==> config.mk <==
export PLATFORM = sky130hd
export DESIGN_NAME = asarc_control
export DESIGN_NICKNAME = d
export VERILOG_FILES = /design/src/common/asarc_pkg.sv /design/src/common/asarc_conv_if.sv /design/src/hw/asarc_conv_timer.sv /design/src/hw/asarc_control.sv
export SDC_FILE = /design/constraint.sdc
export NUM_CORES = 1
export LEC_CHECK = 0
export ABC_AREA = 0
export BUFFER_PORTS_ARGS = -buffer_cell sky130_fd_sc_hd__buf_2
export CAP_MARGIN = 15
export CORE_ASPECT_RATIO = 0.7
export CORE_MARGIN = 1
export CORE_UTILIZATION = 40
export DETAILED_ROUTE_END_ITERATION = 16
export MAX_ROUTING_LAYER = met4
export PLACE_DENSITY = 0.63
export SETUP_SLACK_MARGIN = 0.1
export SLEW_MARGIN = 30
export SYNTH_ARGS = -nofsm -noshare
export SYNTH_HDL_FRONTEND = slang
export SYNTH_SLANG_ARGS = --single-unit
==> constraint.sdc <==
create_clock -name clk -period 5.5 [get_ports clk]
set_input_delay 1.1 -clock clk [delete_from_list [all_inputs] [get_ports clk]]
set_output_delay 1.1 -clock clk [all_outputs]
set_load 0.005 [all_outputs]
==> src/common/asarc_pkg.sv <==
package asarc_pkg;
    // Register byte offsets
    localparam logic [7:0] OFF_CTRL = 8'h00;
    localparam logic [7:0] OFF_RESULT = 8'h04;
    localparam logic [7:0] OFF_STATUS = 8'h08;
    localparam logic [7:0] OFF_MASK = 8'h0c;
    localparam logic [7:0] OFF_STATE = 8'h10;
    // Control register fields
    localparam int CTRL_PWR = 0;
    localparam int CTRL_CSEL = 1;
    localparam int CTRL_JUST = 3;
    localparam int CTRL_GO = 4;
    // Event bits, shared by status and mask
    localparam int EV_DONE = 0;
    localparam int EV_ABORT = 1;
    localparam int EV_W = 2;
    // Conversion clock select codes
    localparam logic [1:0] CSEL_DIV8 = 2'h0;
    localparam logic [1:0] CSEL_DIV32 = 2'h1;
    localparam logic [1:0] CSEL_DIV64 = 2'h2;
    localparam logic [1:0] CSEL_RC = 2'h3;
    // Divider terminal counts for the clocked settings
    localparam logic [5:0] DIV8_TOP = 6'h07;
    localparam logic [5:0] DIV32_TOP = 6'h1f;
    localparam logic [5:0] DIV64_TOP = 6'h3f;
    // One instruction cycle in system clocks
    localparam int INSTR_CLKS = 4;
    // Conversion length in conversion clock ticks
    localparam int CONV_TICKS_DEF = 12;
    // Result widths
    localparam int RESULT_W = 10;
    localparam int PAIR_W = 16;
    localparam logic [1:0] STATE_RST = 2'h0;
    // Bus responses
    localparam logic [1:0] RESP_OKAY = 2'h0;
    localparam logic [1:0] RESP_SLVERR = 2'h2;

    // Converter sequencing states
    typedef enum logic [1:0] {ST_OFF, ST_IDLE, ST_DELAY, ST_CONV} asarc_state_t;

    // Places the raw result in the register pair, zero filled
    function automatic logic [PAIR_W-1:0] justify(
        input logic [RESULT_W-1:0] raw,
        input logic left
    );
        justify = left ? {raw, {(PAIR_W-RESULT_W){1'b0}}}
                       : {{(PAIR_W-RESULT_W){1'b0}}, raw};
    endfunction : justify
endpackage : asarc_pkg

==> src/common/asarc_conv_if.sv <==
`timescale 1ns/1ps
interface asarc_conv_if;
    import asarc_pkg::*;
    logic start; // One-cycle start request
    logic abort; // One-cycle abort
    logic [1:0] clkSel; // Conversion clock select
    logic busy; // Conversion running
    logic done; // One-cycle completion pulse
    logic [RESULT_W-1:0] data; // Converted value, valid with done
    modport ctrl(output start, abort, clkSel, input busy, done, data);
    modport engine(input start, abort, clkSel, output busy, done, data);
endinterface : asarc_conv_if

==> src/hw/asarc_conv_timer.sv <==
`timescale 1ns/1ps
module asarc_conv_timer import asarc_pkg::*; #(
    parameter int CONV_TICKS = CONV_TICKS_DEF
) (
    // Clock and reset
    input wire logic clk,
    input wire logic reset_n,
    // Pins from the analog side
    input wire logic rcOscIn,
    input wire logic [RESULT_W-1:0] sampleIn,
    // Sequencer side
    asarc_conv_if.engine conv
);
    // Counter below is eight bits wide
    if (CONV_TICKS < 1 || CONV_TICKS > 255) begin : g_check
        $error("CONV_TICKS out of range");
    end

    logic rcSync1; // First stage, read only by rcSync2
    logic rcSync2;
    logic rcPrev; // For edge detection
    logic [RESULT_W-1:0] sampSync1;
    logic [RESULT_W-1:0] sampSync2;
    logic [5:0] divCnt;
    logic [7:0] tickCnt;
    logic busyQ;
    logic doneQ;
    logic [RESULT_W-1:0] dataQ;

    // Divider top for the selected clock
    wire rcSel = conv.clkSel == CSEL_RC;
    wire [5:0] divTop = (conv.clkSel == CSEL_DIV8) ? DIV8_TOP :
                        (conv.clkSel == CSEL_DIV32) ? DIV32_TOP : DIV64_TOP;
    wire tick = rcSel ? (rcSync2 && !rcPrev) : (divCnt == divTop);
    wire lastTick = tickCnt == 8'(CONV_TICKS - 1);

    assign conv.busy = busyQ;
    assign conv.done = doneQ;
    assign conv.data = dataQ;

    // Pin synchronisers; the sample is assumed steady during conversion
    always_ff @(posedge clk) begin
        rcSync1 <= rcOscIn;
        rcSync2 <= rcSync1;
        rcPrev <= rcSync2;
        sampSync1 <= sampleIn;
        sampSync2 <= sampSync1;
    end

    // Divider only runs while converting, to save power
    always_ff @(posedge clk) begin
        if (!reset_n || !busyQ || divCnt == divTop) begin
            divCnt <= 6'h00;
        end else begin
            divCnt <= divCnt + 6'h01;
        end
    end

    // Tick counting; abort wins over everything
    always_ff @(posedge clk) begin
        doneQ <= 1'b0;
        if (!reset_n || conv.abort) begin
            busyQ <= 1'b0;
            tickCnt <= 8'h00;
        end else if (conv.start) begin
            busyQ <= 1'b1;
            tickCnt <= 8'h00;
        end else if (busyQ && tick) begin
            // Final tick ends the conversion
            if (lastTick) begin
                busyQ <= 1'b0;
                doneQ <= 1'b1;
            end
            tickCnt <= tickCnt + 8'h01;
        end
        if (!reset_n) begin
            doneQ <= 1'b0;
        end
    end

    // Captured value, deliberately without reset
    always_ff @(posedge clk) begin
        if (busyQ && tick && lastTick && !conv.abort) begin
            dataQ <= sampSync2;
        end
    end
endmodule : asarc_conv_timer

==> src/hw/asarc_control.sv <==
`timescale 1ns/1ps
module asarc_control import asarc_pkg::*; #(
    parameter int CONV_TICKS = CONV_TICKS_DEF
) (
    // Clock and reset
    input wire logic clk,
    input wire logic reset_n,
    // Core halt level, same clock
    input wire logic coreHalt,
    // Analog side pins
    input wire logic rcOscIn,
    input wire logic [RESULT_W-1:0] sampleIn,
    // Status to the system
    output logic converterEnable,
    output logic wakeEvent,
    output logic irq,
    // AXI4-Lite write address
    input wire logic [7:0] s_axi_awaddr,
    input wire logic s_axi_awvalid,
    output logic s_axi_awready,
    // AXI4-Lite write data
    input wire logic [31:0] s_axi_wdata,
    input wire logic [3:0] s_axi_wstrb,
    input wire logic s_axi_wvalid,
    output logic s_axi_wready,
    // AXI4-Lite write response
    output logic [1:0] s_axi_bresp,
    output logic s_axi_bvalid,
    input wire logic s_axi_bready,
    // AXI4-Lite read address
    input wire logic [7:0] s_axi_araddr,
    input wire logic s_axi_arvalid,
    output logic s_axi_arready,
    // AXI4-Lite read data
    output logic [31:0] s_axi_rdata,
    output logic [1:0] s_axi_rresp,
    output logic s_axi_rvalid,
    input wire logic s_axi_rready
);
    // Known offsets of the map
    function automatic logic isMapped(input logic [7:0] a);
        isMapped = a == OFF_CTRL || a == OFF_RESULT || a == OFF_STATUS
                || a == OFF_MASK || a == OFF_STATE;
    endfunction : isMapped

    asarc_conv_if conv();

    asarc_conv_timer #(
        .CONV_TICKS(CONV_TICKS)
    ) u_timer (
        .clk(clk),
        .reset_n(reset_n),
        .rcOscIn(rcOscIn),
        .sampleIn(sampleIn),
        .conv(conv)
    );

    // Software controls
    logic powerOn; // Stays set through automatic power-down
    logic [1:0] clkSel;
    logic justifySel;
    logic go; // Request, cleared by hardware at completion
    logic [EV_W-1:0] evStatus;
    logic [EV_W-1:0] evMask;
    logic [PAIR_W-1:0] result; // No reset on purpose
    // Sequencer
    asarc_state_t state;
    asarc_state_t next_state;
    logic [1:0] delayCnt;
    // Bus holding registers
    logic awHeld;
    logic [7:0] awAddr;
    logic wHeld;
    logic [31:0] wData;
    logic [3:0] wStrb;

    // Write channel decode
    assign s_axi_awready = !awHeld && !s_axi_bvalid;
    assign s_axi_wready = !wHeld && !s_axi_bvalid;
    wire doWrite = awHeld && wHeld && !s_axi_bvalid;
    wire wrLow = doWrite && wStrb[0];
    wire wrCtrl = wrLow && awAddr == OFF_CTRL;
    wire wrStatus = wrLow && awAddr == OFF_STATUS;
    wire wrMask = wrLow && awAddr == OFF_MASK;
    // Read channel decode
    assign s_axi_arready = !s_axi_rvalid;
    wire arFire = s_axi_arvalid && s_axi_arready;
    wire [31:0] ctrlRd = {27'h0, go, justifySel, clkSel, powerOn};
    wire [31:0] stateRd = {29'h0, coreHalt, state};
    wire [31:0] readMux =
        (s_axi_araddr == OFF_CTRL) ? ctrlRd :
        (s_axi_araddr == OFF_RESULT) ? {16'h0, result} :
        (s_axi_araddr == OFF_STATUS) ? {30'h0, evStatus} :
        (s_axi_araddr == OFF_MASK) ? {30'h0, evMask} :
        (s_axi_araddr == OFF_STATE) ? stateRd : 32'h0;

    // Sequencer conditions
    wire rcSel = clkSel == CSEL_RC;
    wire killNow = !powerOn || (coreHalt && !rcSel);
    wire inConv = state == ST_CONV;
    wire inDelay = state == ST_DELAY;
    wire doneHere = conv.done && inConv && !killNow;
    wire delayEnd = inDelay && delayCnt == 2'(INSTR_CLKS - 1);
    wire abortNow = (inConv || inDelay) && killNow;
    wire [EV_W-1:0] evSet = {abortNow, doneHere};

    // Engine control
    assign conv.clkSel = clkSel;
    assign conv.abort = abortNow;
    // Clocked settings start at once, RC after the delay
    assign conv.start = !killNow && ((state == ST_IDLE && go && !rcSel)
        || delayEnd);
    assign converterEnable = state != ST_OFF;
    assign irq = |(evStatus & evMask);

    // Next state
    always_comb begin
        next_state = state;
        case (state)
            ST_OFF: begin
                // Wakes only once the halt is over
                if (powerOn && !coreHalt) begin
                    next_state = ST_IDLE;
                end
            end
            ST_IDLE: begin
                if (killNow) begin
                    next_state = ST_OFF;
                end else if (go) begin
                    next_state = rcSel ? ST_DELAY : ST_CONV;
                end
            end
            ST_DELAY: begin
                if (killNow) begin
                    next_state = ST_OFF;
                end else if (delayEnd) begin
                    next_state = ST_CONV;
                end
            end
            ST_CONV: begin
                if (killNow) begin
                    next_state = ST_OFF;
                end else if (doneHere) begin
                    // Masked completion in halt shuts down
                    next_state = (coreHalt && !evMask[EV_DONE]) ? ST_OFF
                                                                 : ST_IDLE;
                end
            end
            default: begin
                next_state = ST_OFF;
            end
        endcase
    end

    // Sequencer and delay counter
    always_ff @(posedge clk) begin
        if (!reset_n) begin
            state <= ST_OFF;
            delayCnt <= 2'h0;
        end else begin
            state <= next_state;
            delayCnt <= inDelay ? delayCnt + 2'h1 : 2'h0;
        end
    end

    // Control register
    always_ff @(posedge clk) begin
        if (!reset_n) begin
            powerOn <= 1'b0;
            clkSel <= CSEL_DIV8;
            justifySel <= 1'b0;
        end else if (wrCtrl) begin
            powerOn <= wData[CTRL_PWR];
            clkSel <= wData[CTRL_CSEL +: 2];
            justifySel <= wData[CTRL_JUST];
        end
    end

    // Request flag; set only while powered
    always_ff @(posedge clk) begin
        if (!reset_n || doneHere || abortNow || next_state == ST_OFF) begin
            go <= 1'b0;
        end else if (wrCtrl && wData[CTRL_GO] && converterEnable) begin
            go <= 1'b1;
        end
    end

    // Result pair load
    always_ff @(posedge clk) begin
        if (doneHere) begin
            result <= justify(conv.data, justifySel);
        end
    end

    // Sticky events, set beats write-one-clear
    always_ff @(posedge clk) begin
        if (!reset_n) begin
            evStatus <= 2'h0;
            evMask <= 2'h0;
            wakeEvent <= 1'b0;
        end else begin
            evStatus <= (evStatus & ~(wrStatus ? wData[EV_W-1:0] : 2'h0)) | evSet;
            if (wrMask) begin
                evMask <= wData[EV_W-1:0];
            end
            wakeEvent <= doneHere && coreHalt && evMask[EV_DONE];
        end
    end

    // Write address and data hold
    always_ff @(posedge clk) begin
        if (!reset_n || doWrite) begin
            awHeld <= 1'b0;
            wHeld <= 1'b0;
        end else begin
            if (s_axi_awvalid && s_axi_awready) begin
                awHeld <= 1'b1;
            end
            if (s_axi_wvalid && s_axi_wready) begin
                wHeld <= 1'b1;
            end
        end
        if (s_axi_awvalid && s_axi_awready) begin
            awAddr <= s_axi_awaddr;
        end
        if (s_axi_wvalid && s_axi_wready) begin
            wData <= s_axi_wdata;
            wStrb <= s_axi_wstrb;
        end
    end

    // Write response
    always_ff @(posedge clk) begin
        if (!reset_n) begin
            s_axi_bvalid <= 1'b0;
            s_axi_bresp <= RESP_OKAY;
        end else if (doWrite) begin
            s_axi_bvalid <= 1'b1;
            s_axi_bresp <= isMapped(awAddr) ? RESP_OKAY : RESP_SLVERR;
        end else if (s_axi_bready) begin
            s_axi_bvalid <= 1'b0;
        end
    end

    // Read response
    always_ff @(posedge clk) begin
        if (!reset_n) begin
            s_axi_rvalid <= 1'b0;
            s_axi_rdata <= 32'h0;
            s_axi_rresp <= RESP_OKAY;
        end else if (arFire) begin
            s_axi_rvalid <= 1'b1;
            s_axi_rdata <= readMux;
            s_axi_rresp <= isMapped(s_axi_araddr) ? RESP_OKAY : RESP_SLVERR;
        end else if (s_axi_rready) begin
            s_axi_rvalid <= 1'b0;
        end
    end
endmodule : asarc_control

Yosys cells after proc, flatten, opt, wreduce, memory -nomap -nowiden
Index checks and enable logic that the tools add are counted.
- add/sub/neg operators: 3
- equality and inequality tests: 16
- mux-type cells: 30
- bitwise logic cells: 6
- reduce and logical (&&, ||, !) cells: 75
- operator list (operator ; count):
    equality test 8 x 4 -> 1 bit, second input constant ; 5
    two-way mux 16 bit ; 2
    logical AND 1 bit ; 29
    two-way mux 2 bit ; 10
    logical OR 1 bit ; 18
    equality test 8 x 3 -> 1 bit, second input constant ; 2
    equality test 8 x 5 -> 1 bit, second input constant ; 2
    zero test 8 bit ; 2
    zero test 1 bit ; 13
    two-way mux 6 bit ; 2
    two-way mux 1 bit ; 11
    two-way mux 10 bit ; 1
    nonzero test 2 bit ; 5
    two-way mux 3 bit ; 3
    adder 8 x 1 -> 8 bit, second input constant ; 1
    equality test 2 bit, second input constant ; 4
    case mux 2 bit (4 select lines) ; 1
    adder 6 x 1 -> 6 bit, second input constant ; 1
    equality test 6 bit ; 1
    zero test 2 bit ; 3
    bitwise AND 2 bit ; 2
    equality test 2 x 1 -> 1 bit, second input constant ; 2
    AND reduction 2 bit ; 2
    OR reduction 2 bit ; 2
    5 further kinds ; 6
- flip-flop bits (word level): 133
- input port bits: 71
- output and inout port bits: 44
- word-level logic and storage cells: 162

Depth between registers and ports, before layout
Gate-level depths: netlist of the first run.
- word-level depth: 11
- mapped depth: 7

Modules after synthesis
A second synthesis of the first run with hierarchy kept.
- cells, all modules: 397
- area total of the unflattened synthesis: 4448.0 sq um
- by module, submodules not included (module ; instances ; cells an instance ; area each (sq um) ; seq. area each (sq um)):
    asarc_control ; 1 ; 270 ; 2864.0 ; 1621.6
    asarc_conv_timer ; 1 ; 127 ; 1584.0 ; 1081.0

Worst setup path before layout of the first run
No wires, ideal clock.
- path kind: in2reg
- from: in coreHalt
- to: reg result[0], enable pin
- setup time: 0.364 ns
- data arrival time: 2.095 ns
- required time: 5.136 ns
- path slack: 3.041 ns
- stages: 5
- path buffers: 1
- cell sequence: a21bo_2 and2_1 clkbuf_1 nand4_1 inv_1
- longest elaborated chain between the ends: 4
- ends and longest elaborated chain (what ; line ; source):
    start, declared ; asarc_control.sv:9 ; input wire logic coreHalt,
    logical AND 1 bit ; asarc_control.sv:99 ; wire killNow = !powerOn || (coreHalt && !rcSel);
    logical OR 1 bit ; asarc_control.sv:99 ;
    zero test 1 bit ; asarc_control.sv:102 ; wire doneHere = conv.done && inConv && !killNow;
    logical AND 1 bit ; asarc_control.sv:102 ;
    net doneHere ; asarc_control.sv:102 ;
    end signal, assigned ; asarc_control.sv:191 ; result <= justify(conv.data, justifySel);
    end, declared ; asarc_control.sv:65 ; logic [PAIR_W-1:0] result;
The timed path passes the listed nets, and every way through them passes these cells.
A chain may end at the register's enable or synchronous reset.

Worst setup path in the final report of the first run
- from: reg u_timer.divCnt[0]
- to: reg u_timer.dataQ[0], in the netlist u_timer.conv.data[0], enable pin
- longest elaborated chain between the ends: 5
- ends and longest elaborated chain (what ; line ; source):
    start, declared ; asarc_conv_timer.sv:24 ; logic [5:0] divCnt;
    start signal, assigned ; asarc_conv_timer.sv:55 ; divCnt <= divCnt + 6'h01;
    equality test 6 bit ; asarc_conv_timer.sv:34 ; wire tick = rcSel ? (rcSync2 && !rcPrev) : (divCnt == divTop);
    two-way mux 1 bit ; asarc_conv_timer.sv:34 ;
    logical AND 1 bit (3 in series) ; asarc_conv_timer.sv:83 ; if (busyQ && tick && lastTick && !conv.abort) begin
    end signal, assigned ; asarc_conv_timer.sv:84 ; dataQ <= sampSync2;
    end, declared ; asarc_conv_timer.sv:28 ; logic [RESULT_W-1:0] dataQ;
No other way between the ends.

==> summary.txt, run 1 <==
Floorplan
  • Die H: 89.3 um
  • Initial Util: 41.6%
  • Horiz. Die Dim: 127 um
  • Die area: 0.0113 sq mm
  • Core Rows: 31
  • Total core area: 0.0105 sq mm
  • Io pins: 115

Clock tree
  • CTS max path bufs: 2
  • Clock sink count: 115
  • CTS resizes: 0
  • CTS tree: done
  • H-tree Lvls: 4
  • Root buffer cell: clkbuf_16
  • Hold buffers post-CTS: 0
  • Clk Latency, worst-skew pair: 410 ps
  • Clk slew on worst S/H paths: 50 ps
  • Total CTS buffers: 17
  • Post-CTS Setup Inserts: 0

Min path
  • Hold Crit Class: flop to flop
  • Min-Delay Endpoint: u_timer.sampSync2[0]
  • Hold Startpoint: u_timer.sampSync1[0]
  • Hold path cells: 0

Setup path
  • R2R Setup Slk: 2710 ps
  • WP data arrival: 2810 ps
  • Reg2reg end: u_timer.conv.data[0]
  • Crit-path cells: ha_1, and4bb_2, o2bb2ai_1, a31oi_2, nand3b_1, nor2_1
  • Crit path max-delay cell type: nor2_1
  • Worst r2r src: u_timer.divCnt[0]
  • Worst r2r path cells: 6
  • Top delay family on crit path: simple AND/OR/NAND/NOR gates
  • Crit path largest cell delay: 760 ps
  • Crit path max fanout: 15
  • Worst setup SP type: flop
  • Worst path required time: 5530 ps
  • Crit end category: flop
  • Buf+Inv Stages, Crit Path: 0
  • Critical path class: flop to flop

Job
  • Max Cap Viol: 0

Logic synthesis
  • Synth Register Bits: 115
  • Yosys top cell area share: 34.5%
  • Area leader, netlist: dfxtp_1
  • Post-synthesis cell count: 376
  • Ys flop type: dfxtp_1
  • Ys async rst share: 0%
  • Most numerous cell in the Yosys netlist: dfxtp_1
  • Mapped Avg Cell Area: 11.6 sq um
  • Synthesis Warnings: 0
  • Top cells by count, synth: dfxtp_1 (75), edfxtp_1 (40), nor2b_1 (28)
  • Yosys cell types: 53
  • Synth Cell Area: 0.00435 sq mm
  • Post-synthesis sequential area ratio: 62.1%
  • Top cells by area, synth: dfxtp_1 (34%), edfxtp_1 (28%), nor2b_1 (4.0%), buf_4 (3.3%), a22oi_1 (2.4%)
  • Number of synthesized flops with an enable pin: 40

Global route
  • Initial antenna violation count: 0
  • Largest net degree at the start of global routing: 39
  • GR Overflow Total: 0
  • First-pass GRT wire length: 13.1 mm
  • Vias in the first global route: 2,674
  • Gr usage total: 16.3%

Pwr
  • PD cells: 387 mW/mm^2
  • VDD IR-drop max: 0.000201 V
  • Leakage: 2.12 nW

Detailed routing
  • DR WL/cell: 14.0 um
  • DRC violations left: 0
  • Via count: 2,901
  • Initial DRT Pass Iterations: 4
  • Routed WL: 8.28 mm
  • DR vias/cell: 4.91
  • Routed Antenna Nets: 0
  • DRT iter0 DRCs: 164

Status
  • Status: complete, no violations

Final layout
  • Layout cells sized above 1: 24.0%
  • Fin nets: 520
  • Post-route insts no fill: 591
  • N_diodes: 0
  • Area grow syn2layout: 22.2%

Timing
  • Crit share post-route: 50.7%
  • Final setup TNS: 0 ps
  • Relative slew slack: 37.6%
  • Setup Viol. Count Final: 0
  • Slew @ Worst Pin: 933 ps
  • Max Clock Skew: 12.3 ps
  • Final min period: 2790 ps
  • Max Freq: 359 MHz
  • Final hold viol count: 0
  • Slew Viols, Final: 0
  • Hold Slack: 324 ps
  • Setup repair after global routing missed its margin: false

Placed design
  • Post-DP HPWL: 5.72 mm
  • I/O Buffers: 66
  • GPL Wtd Cong: 0.816
  • Dpl cells: 559
-- metal layers --
| layer | wire, um | GRT usage (%) | share of wire [%] | vias to the layer above |
|---|---|---|---|---|
| li1 | - | - | - | 1447 |
| met4 | 98 | 8.33 | 1.2 | 0 |
| met1 | 4000 | 20.1 | 48 | 1377 |
| met2 | 3790 | 24.1 | 46 | 67 |
| met5 | 0 | - | 0 | - |
| met3 | 392 | 5.21 | 4.7 | 10 |
-- where the power goes --
group	internal, mW	leakage (nW)	switching (mW)
sequential	0.900	0.983	0.00932
clock	0.712	0.288	0.381
combinational	0.0248	0.850	0.0332
-- per-stage QoR --
step	utilization (%)	instance area (sq um)	power [mW]	setup WS [ps]
2_1_floorplan	-	4420	0.966	3040
3_5_place_dp	45.1	4730	0.986	2610
3_3_place_gp	45.1	4720	0.983	2620
5_1_grt	50.8	5320	2.13	2470
4_1_cts	50.8	5320	2.08	2690
6_report	50.8	5320	2.06	2710
-- logic make-up after synthesis --
family | count (synthesis) | share of synthesized area, %
xor+xnor | 5 | 1.01
flops | 115 | 62.1
compound gates | 64 | 10.2
buf+inv | 39 | 5.03
other cells | 1 | 0.0861
mux | 14 | 3.39
simple gates | 135 | 17.3
fa+ha+maj | 3 | 0.862
-- state kept, by name (all words and copies together) (netlist names), 2 cells and up --
signal,flops
u_timer.conv.data,10
delayCnt,2
u_timer.sampSync1,10
clkSel,2
u_timer.sampSync2,10
s_axi_rdata,16
evStatus,2
evMask,2
u_timer.divCnt,6
state,2
awAddr,8
wData,5
u_timer.tickCnt,8
result,16
-- cells in the final DEF (no fill, tap or decap), types with 4 or more instances in the layout --
cell,instances
and2_1,13
nand2b_1,6
o21ai_0,9
or3_1,4
a21oi_1,14
nor3_1,4
nand2_1,23
mux2_2,6
mux2i_1,8
nand3b_1,4
conb_1,18
edfxtp_1,40
inv_1,7
a21boi_0,4
nor2b_1,28
a22oi_1,14
nor2_1,26
buf_2,66
nand3_1,8
clkbuf_16,17
dfxtp_1,75
-- how the worst max path moves through the flow --
stage,from,end,slack (ps),cells after the start
after detailed placement,s_axi_arvalid,s_axi_rdata[11],2610,6
after CTS,u_timer.divCnt[0],u_timer.conv.data[1],2690,6
final,u_timer.divCnt[0],u_timer.conv.data[0],2710,6
after floorplan,coreHalt,result[0],3040,5
after global placement,s_axi_arvalid,s_axi_rdata[15],2620,6
after global routing,u_timer.divCnt[0],u_timer.conv.data[5],2470,6
-- final cells by class --
class,count,area [sq um]
Clock inverter,13,161
Sequential cell,115,2700
Timing Repair Buffer,66,330
Fill cell,926,5150
Multi-Input combinational cell,239,1500
Clock buffer,19,433
Inverter,7,26.3
Tap cell,132,165
-- worst register-to-register path: stages (launching register included) --
cell	delay (ps)
dfxtp_1	350
ha_1	250
and4bb_2	250
o2bb2ai_1	150
a31oi_2	310
nand3b_1	360
nor2_1	760
Power figures use the tool's default switching activity.
==> run 2, diff against run 1 <==
- PLACE_DENSITY: 0.63 -> 0.66
- clock period: 5.5 -> 2.4 ns (I/O delays scaled with it)
==> run 2 against run 1 <==
Sequential share of layout area down 0.41 points. Final area grew 0.82%. Register-to-register slack lost 2400 ps. First-iteration DRC count fell by 41%. Non-clock buffer count grew 5. Power rose by 130%. Flip-flop and latch count did not move. Critical endpoint is now u_timer.tickCnt[7].
==> summary.txt, run 2 (synthesized netlist as in run 1, its figures left out) <==
Clock tree
  • Clk Latency, worst-skew pair: 410 ps (about the same)
  • Clk slew on worst S/H paths: 60 ps (was 50 ps)
  • CTS resizes: 0 (unchanged)
  • Post-CTS Setup Inserts: 0 (unchanged)
  • H-tree Lvls: 4 (unchanged)
  • CTS tree: done (unchanged)
  • CTS max path bufs: 2 (unchanged)
  • Clock sink count: 115 (unchanged)
  • Total CTS buffers: 17 (unchanged)
  • Root buffer cell: clkbuf_16 (unchanged)
  • Hold buffers post-CTS: 0 (unchanged)

Pwr
  • Cell internal pwr: 3.70 mW (was 1.64 mW)
  • Logic pwr share: 2.8% (about the same)
  • Leakage: 2.15 nW (was 2.12 nW)
  • P_sw: 1.07 mW (was 423 uW)
  • Clk network pwr share: 53.5% (was 53.0%)
  • PD cells: 889 mW/mm^2 (was 387 mW/mm^2)
  • Sequential power share: 43.7% (was 44.2%)
  • Sw Ratio: 22.5% (was 20.5%)
  • Total Power: 4.77 mW (was 2.06 mW)
  • VDD IR-drop max: 0.000788 V (was 0.000201 V)

Floorplan
  • Io pins: 115 (unchanged)
  • Initial Util: 41.6% (unchanged)
  • Die H: 89.3 um (unchanged)
  • Total core area: 0.0105 sq mm (unchanged)
  • Core Rows: 31 (unchanged)
  • Horiz. Die Dim: 127 um (unchanged)
  • Die area: 0.0113 sq mm (unchanged)

Setup path
  • Crit path max fanout: 14 (was 15)
  • Crit path largest cell delay: 510 ps (was 760 ps)
  • Worst r2r src: u_timer.divCnt[0] (unchanged)
  • Crit path max-delay cell type: or4_1 (was nor2_1)
  • Worst setup SP type: flop (unchanged)
  • Critical path class: flop to flop (unchanged)
  • Reg2reg end: u_timer.tickCnt[7] (was u_timer.conv.data[0])
  • R2R Setup Slk: 350 ps (was 2710 ps)
  • Worst path required time: 2730 ps (was 5530 ps)
  • WP data arrival: 2380 ps (was 2810 ps)
  • Crit end category: flop (unchanged)
  • Worst r2r path cells: 7 (was 6)
  • Crit-path cells: ha_1, and4bb_2, o2bb2ai_1, a31oi_1, buf_4, or4_1, a21oi_1 (was ha_1, and4bb_2, o2bb2ai_1, a31oi_2, nand3b_1, nor2_1)

Final layout
  • Register area: 0.00270 sq mm (unchanged)
  • Multi-input logic area: 0.00150 sq mm (about the same)
  • Top flop regs: result (16), s_axi_rdata (16) (unchanged)
  • Commonest non-fill, non-tap cell in the layout: dfxtp_1 (unchanged)
  • N_diodes: 0 (unchanged)
  • Most frequent cells in the layout: dfxtp_1 (75), buf_2 (66), edfxtp_1 (40) (unchanged)
  • Layout fillers: 912 (was 926)
  • Layout cells sized above 1: 25.0% (was 24.0%)
  • Area grow syn2layout: 23.2% (was 22.2%)
  • Fin nets: 525 (was 520)
  • Post-route insts no fill: 596 (was 591)

Timing
  • Max Freq: 488 MHz (was 359 MHz)
  • Relative slew slack: 63.0% (was 37.6%)
  • Final min period: 2050 ps (was 2790 ps)
  • Slew @ Worst Pin: 554 ps (was 933 ps)
  • Max Clock Skew: 9.02 ps (was 12.3 ps)
  • Crit share post-route: 85.5% (was 50.7%)
  • Final setup TNS: 0 ps (unchanged)
  • Setup repair after global routing missed its margin: false (unchanged)
  • Final hold viol count: 0 (unchanged)
  • Slew Viols, Final: 0 (unchanged)
  • Setup Viol. Count Final: 0 (unchanged)

Min path
  • Hold Startpoint: sampleIn[9] (was u_timer.sampSync1[0])
  • Hold path cells: 1 (was 0)
  • Min-Delay Endpoint: u_timer.sampSync1[9] (was u_timer.sampSync2[0])
  • Hold Crit Class: input port to flop (was flop to flop)

Global route
  • Initial antenna violation count: 0 (unchanged)
  • GR Overflow Total: 0 (unchanged)
  • First-pass GRT wire length: 12.7 mm (was 13.1 mm)
  • Largest net degree at the start of global routing: 23 (was 39)
  • Gr usage total: 15.6% (was 16.3%)
  • Vias in the first global route: 2,629 (was 2,674)

Detailed routing
  • Initial DRT Pass Iterations: 5 (was 4)
  • DRT iter0 DRCs: 97 (was 164)
  • DR vias/cell: 4.80 (was 4.91)
  • DR WL/cell: 13.4 um (was 14.0 um)
  • Routed Antenna Nets: 0 (unchanged)
  • Routed WL: 8.00 mm (was 8.28 mm)
  • DRC violations left: 0 (unchanged)
  • Via count: 2,863 (was 2,901)

Placed design
  • GPL Wtd Cong: 0.840 (was 0.816)
  • Dpl cells: 564 (was 559)
  • Post-DP HPWL: 5.50 mm (was 5.72 mm)
  • I/O Buffers: 66 (unchanged)

Status
  • Status: complete, no violations (unchanged)

Job
  • Max Cap Viol: 0 (unchanged)
-- run 2: area by class of cell --
| cell class | instances | share of cell area (%) |
|---|---|---|
| Clock buffer | 17 | 7.93 |
| Timing Repair Buffer | 71 | 6.86 |
| Inverter | 7 | 0.490 |
| Tap cell | 132 | 3.08 |
| Clock inverter | 15 | 3.38 |
| Sequential cell | 115 | 50.4 |
| Multi-Input combinational cell | 239 | 27.9 |
-- run 2: power by group through the flow --
stage	logic, mW	clock network [mW]	registers [mW]
after floorplan	0.0963	0	2.12
after global placement	0.134	0	2.12
after detailed placement	0.136	0	2.12
after CTS	0.137	2.60	2.08
after global routing	0.153	2.69	2.09
final	0.135	2.55	2.08
-- run 2: through the flow --
step                      util, %  hold slack, ps  cell area (sq um)  setup slack [ps]
after floorplan                 -             310               4420               155
after global placement       45.4             310               4760               440
after detailed placement     45.4             312               4760               381
after CTS                    51.2             152               5370               357
after global routing         51.2             145               5370               287
final                        51.2             169               5370               349
-- run 2: worst max path at each step --
stage / start / end / slack, ps
floorplan: u_timer.divCnt[0] / u_timer.conv.data[0] / 160
global placement: u_timer.divCnt[0] / u_timer.conv.data[9] / 440
detailed placement: u_timer.divCnt[0] / u_timer.conv.data[3] / 380
CTS: u_timer.divCnt[0] / u_timer.tickCnt[7] / 360
global route: u_timer.divCnt[0] / u_timer.tickCnt[7] / 290
finish: u_timer.divCnt[0] / u_timer.tickCnt[7] / 350
-- run 2: metal layers --
metal	wire length, um	GRT usage (%)	vias up
met5	0	-	-
met4	61	7.14	0
met3	500	5.69	6
met1	3850	19.5	1317
met2	3590	22.7	84
li1	-	-	1456
-- run 2: worst max-delay path, delay by kind of cell, from the launching register on --
kind	cells	cell delay [ps]
simple gates	2	750
fa+ha+maj	1	240
compound gates	3	430
buf+inv	1	190
flops	1	350
==> run 3, diff against run 2 <==
--- a/config.mk
+++ b/config.mk
@@ -10,5 +10,5 @@
 export CAP_MARGIN = 15
 export CORE_ASPECT_RATIO = 0.7
-export CORE_MARGIN = 1
+export CORE_MARGIN = 3
 export CORE_UTILIZATION = 40
 export DETAILED_ROUTE_END_ITERATION = 16
==> constraint.sdc (replaced) <==
create_clock -name clk -period 2.4 [get_ports clk]
set_input_delay 0.24 -clock clk [delete_from_list [all_inputs] [get_ports clk]]
set_output_delay 0.24 -clock clk [all_outputs]
set_load 0.005 [all_outputs]
==> run 3 against run 2 <==
Critical path depth stayed put. Global-route usage is 0.41 points lower. Flip-flop and latch count stayed put. Worst hold slack worse by 160 ps. Fmax is 1.7% higher. Largest cell class unchanged. Die area is 7.8% higher. Clock power hardly changed.
==> summary.txt, run 3 (synthesized netlist as in run 1, its figures left out) <==
Global route
  • Vias in the first global route: 2,927 (was 2,629)
  • First-pass GRT wire length: 13.7 mm (was 12.7 mm)
  • Initial antenna violation count: 0 (unchanged)
  • Gr usage total: 15.2% (was 15.6%)
  • GR Overflow Total: 0 (unchanged)
  • Largest net degree at the start of global routing: 39 (was 23)

Final layout
  • Most frequent cells in the layout: dfxtp_1 (75), buf_2 (66), edfxtp_1 (40) (unchanged)
  • Fin nets: 545 (was 525)
  • N_diodes: 0 (unchanged)
  • Layout fillers: 908 (was 912)
  • Area grow syn2layout: 27.8% (was 23.2%)
  • Layout cells sized above 1: 23.8% (was 25.0%)
  • Final Instance Area: 0.00557 sq mm (was 0.00537 sq mm)
  • Commonest non-fill, non-tap cell in the layout: dfxtp_1 (unchanged)
  • Post-route insts no fill: 616 (was 596)
  • Register area: 0.00270 sq mm (unchanged)
  • Multi-input logic area: 0.00150 sq mm (unchanged)
  • Top flop regs: result (16), s_axi_rdata (16) (unchanged)

Min path
  • Hold Crit Class: input port to flop (unchanged)
  • Hold path cells: 1 (unchanged)
  • Hold Startpoint: s_axi_awaddr[1] (was sampleIn[9])
  • Min-Delay Endpoint: awAddr[1] (was u_timer.sampSync1[9])

Detailed routing
  • Initial DRT Pass Iterations: 4 (was 5)
  • DR WL/cell: 13.8 um (was 13.4 um)
  • Via count: 3,028 (was 2,863)
  • DRC violations left: 0 (unchanged)
  • Routed WL: 8.49 mm (was 8.00 mm)
  • DRT iter0 DRCs: 161 (was 97)
  • DR vias/cell: 4.92 (was 4.80)
  • Routed Antenna Nets: 0 (unchanged)

Setup path
  • Crit end category: flop (unchanged)
  • Crit path largest cell delay: 500 ps (was 510 ps)
  • Crit path max-delay cell type: or4_1 (unchanged)
  • WP data arrival: 2350 ps (was 2380 ps)
  • Worst setup SP type: flop (unchanged)
  • Reg2reg end: u_timer.tickCnt[7] (unchanged)
  • Worst r2r src: u_timer.divCnt[0] (unchanged)
  • Crit path max fanout: 14 (unchanged)
  • Worst path required time: 2730 ps (about the same)
  • R2R Setup Slk: 380 ps (was 350 ps)
  • Crit-path cells: ha_1, and4bb_2, o2bb2ai_1, a31oi_1, buf_4, or4_1, a21oi_1 (unchanged)
  • Worst r2r path cells: 7 (unchanged)
  • Critical path class: flop to flop (unchanged)

Timing
  • Hold Slack: 9.54 ps (was 169 ps)
  • Final min period: 2020 ps (was 2050 ps)
  • Setup Viol. Count Final: 0 (unchanged)
  • Slew Viols, Final: 0 (unchanged)
  • Setup repair after global routing missed its margin: false (unchanged)
  • Crit share post-route: 84.0% (was 85.5%)
  • Final setup TNS: 0 ps (unchanged)
  • Slew @ Worst Pin: 628 ps (was 554 ps)
  • Final hold viol count: 0 (unchanged)
  • Max Freq: 496 MHz (was 488 MHz)
  • Relative slew slack: 58.1% (was 63.0%)
  • Max Clock Skew: 12.3 ps (was 9.02 ps)

Placed design
  • GPL Wtd Cong: 0.803 (was 0.840)
  • Dpl cell area: 0.00475 sq mm (was 0.00476 sq mm)
  • I/O Buffers: 66 (unchanged)
  • Dpl cells: 563 (was 564)
  • Post-DP HPWL: 5.74 mm (was 5.50 mm)

Clock tree
  • Clk slew on worst S/H paths: 60 ps (about the same)
  • Root buffer cell: clkbuf_16 (unchanged)
  • Total CTS buffers: 17 (unchanged)
  • Clock sink count: 115 (unchanged)
  • H-tree Lvls: 4 (unchanged)
  • CTS tree: done (unchanged)
  • Clk Latency, worst-skew pair: 410 ps (about the same)
  • CTS max path bufs: 2 (unchanged)

Pwr
  • Leakage: 2.24 nW (was 2.15 nW)
  • PD cells: 861 mW/mm^2 (was 889 mW/mm^2)
  • VDD IR-drop max: 0.000542 V (was 0.000788 V)

Floorplan
  • Total core area: 0.0105 sq mm (unchanged)
  • Die H: 93.3 um (was 89.3 um)
  • Core Rows: 31 (unchanged)
  • Io pins: 115 (unchanged)
  • Initial Util: 41.6% (unchanged)
  • Horiz. Die Dim: 131 um (was 127 um)
  • Die area: 0.0122 sq mm (was 0.0113 sq mm)

Status
  • Status: complete, no violations (unchanged)

Job
  • Max Cap Viol: 0 (unchanged)
## run 3: cell types whose count changed in the layout (fill, tap and decap cells not counted), sizes merged
| cell | before | now |
|---|---|---|
| buf | 71 | 70 |
| dlygate4sd3 | 0 | 21 |
| inv | 17 | 18 |
| clkinvlp | 2 | 1 |
## run 3: what timing repair did
action	4_1_cts	5_1_grt
setup endpoints to repair	0	0
hold buffers	20	1
gates resized for setup	0	0
endpoints found under the hold margin	20	1
buffers inserted	0	0
## run 3: routing by layer
| metal | wire, um | vias up | part of all wire (%) | global-route usage (%) |
|---|---|---|---|---|
| li1 | - | 1498 | - | - |
| met1 | 4030 | 1425 | 47 | 19.0 |
| met2 | 3870 | 92 | 46 | 21.9 |
| met3 | 474 | 13 | 5.6 | 5.42 |
| met4 | 118 | 0 | 1.4 | 7.62 |
| met5 | 0 | - | 0 | - |
## run 3: critical path, delay by kind of cell (launching register included)
kind,cells,cell delay [ps]
AND/OR/NAND/NOR,2,750
AO/OA/AOI/OAI,3,410
flip-flops,1,350
adder cells (fa/ha/maj),1,250
buffers and inverters,1,190
## run 3: cell type report
type / count / area share (%)
Inverter: 7 / 0.472
Clock inverter: 15 / 3.24
Timing Repair Buffer: 91 / 10.2
Sequential cell: 115 / 48.6
Tap cell: 132 / 2.97
Clock buffer: 17 / 7.64
Multi-Input combinational cell: 239 / 26.9
## run 3: worst max path at each step
stage / startpoint / endpoint / slack, ps / cells past startpoint
global route: u_timer.divCnt[0] / u_timer.tickCnt[7] / 230 / 7
global placement: u_timer.divCnt[0] / u_timer.conv.data[9] / 440 / 7
floorplan: u_timer.divCnt[0] / u_timer.conv.data[0] / 160 / 7
detailed placement: u_timer.divCnt[0] / u_timer.conv.data[9] / 390 / 7
finish: u_timer.divCnt[0] / u_timer.tickCnt[7] / 380 / 7
CTS: u_timer.divCnt[0] / u_timer.conv.data[1] / 370 / 7
## run 3: through the flow
| step | power, mW | utilization [%] | setup WS (ps) |
|---|---|---|---|
| after detailed placement | 2.26 | 45.4 | 393 |
| after floorplan | 2.21 | - | 155 |
| after global placement | 2.26 | 45.4 | 440 |
| after CTS | 4.85 | 53.1 | 366 |
| final | 4.80 | 53.2 | 383 |
| after global routing | 4.97 | 53.2 | 227 |
## run 3: power by group
group	internal [mW]	total, mW	switching [mW]
Clock	1.57	2.55	0.977
Combinational	0.0807	0.161	0.0803
Sequential	2.06	2.08	0.0209
Total	3.72	4.80	1.08
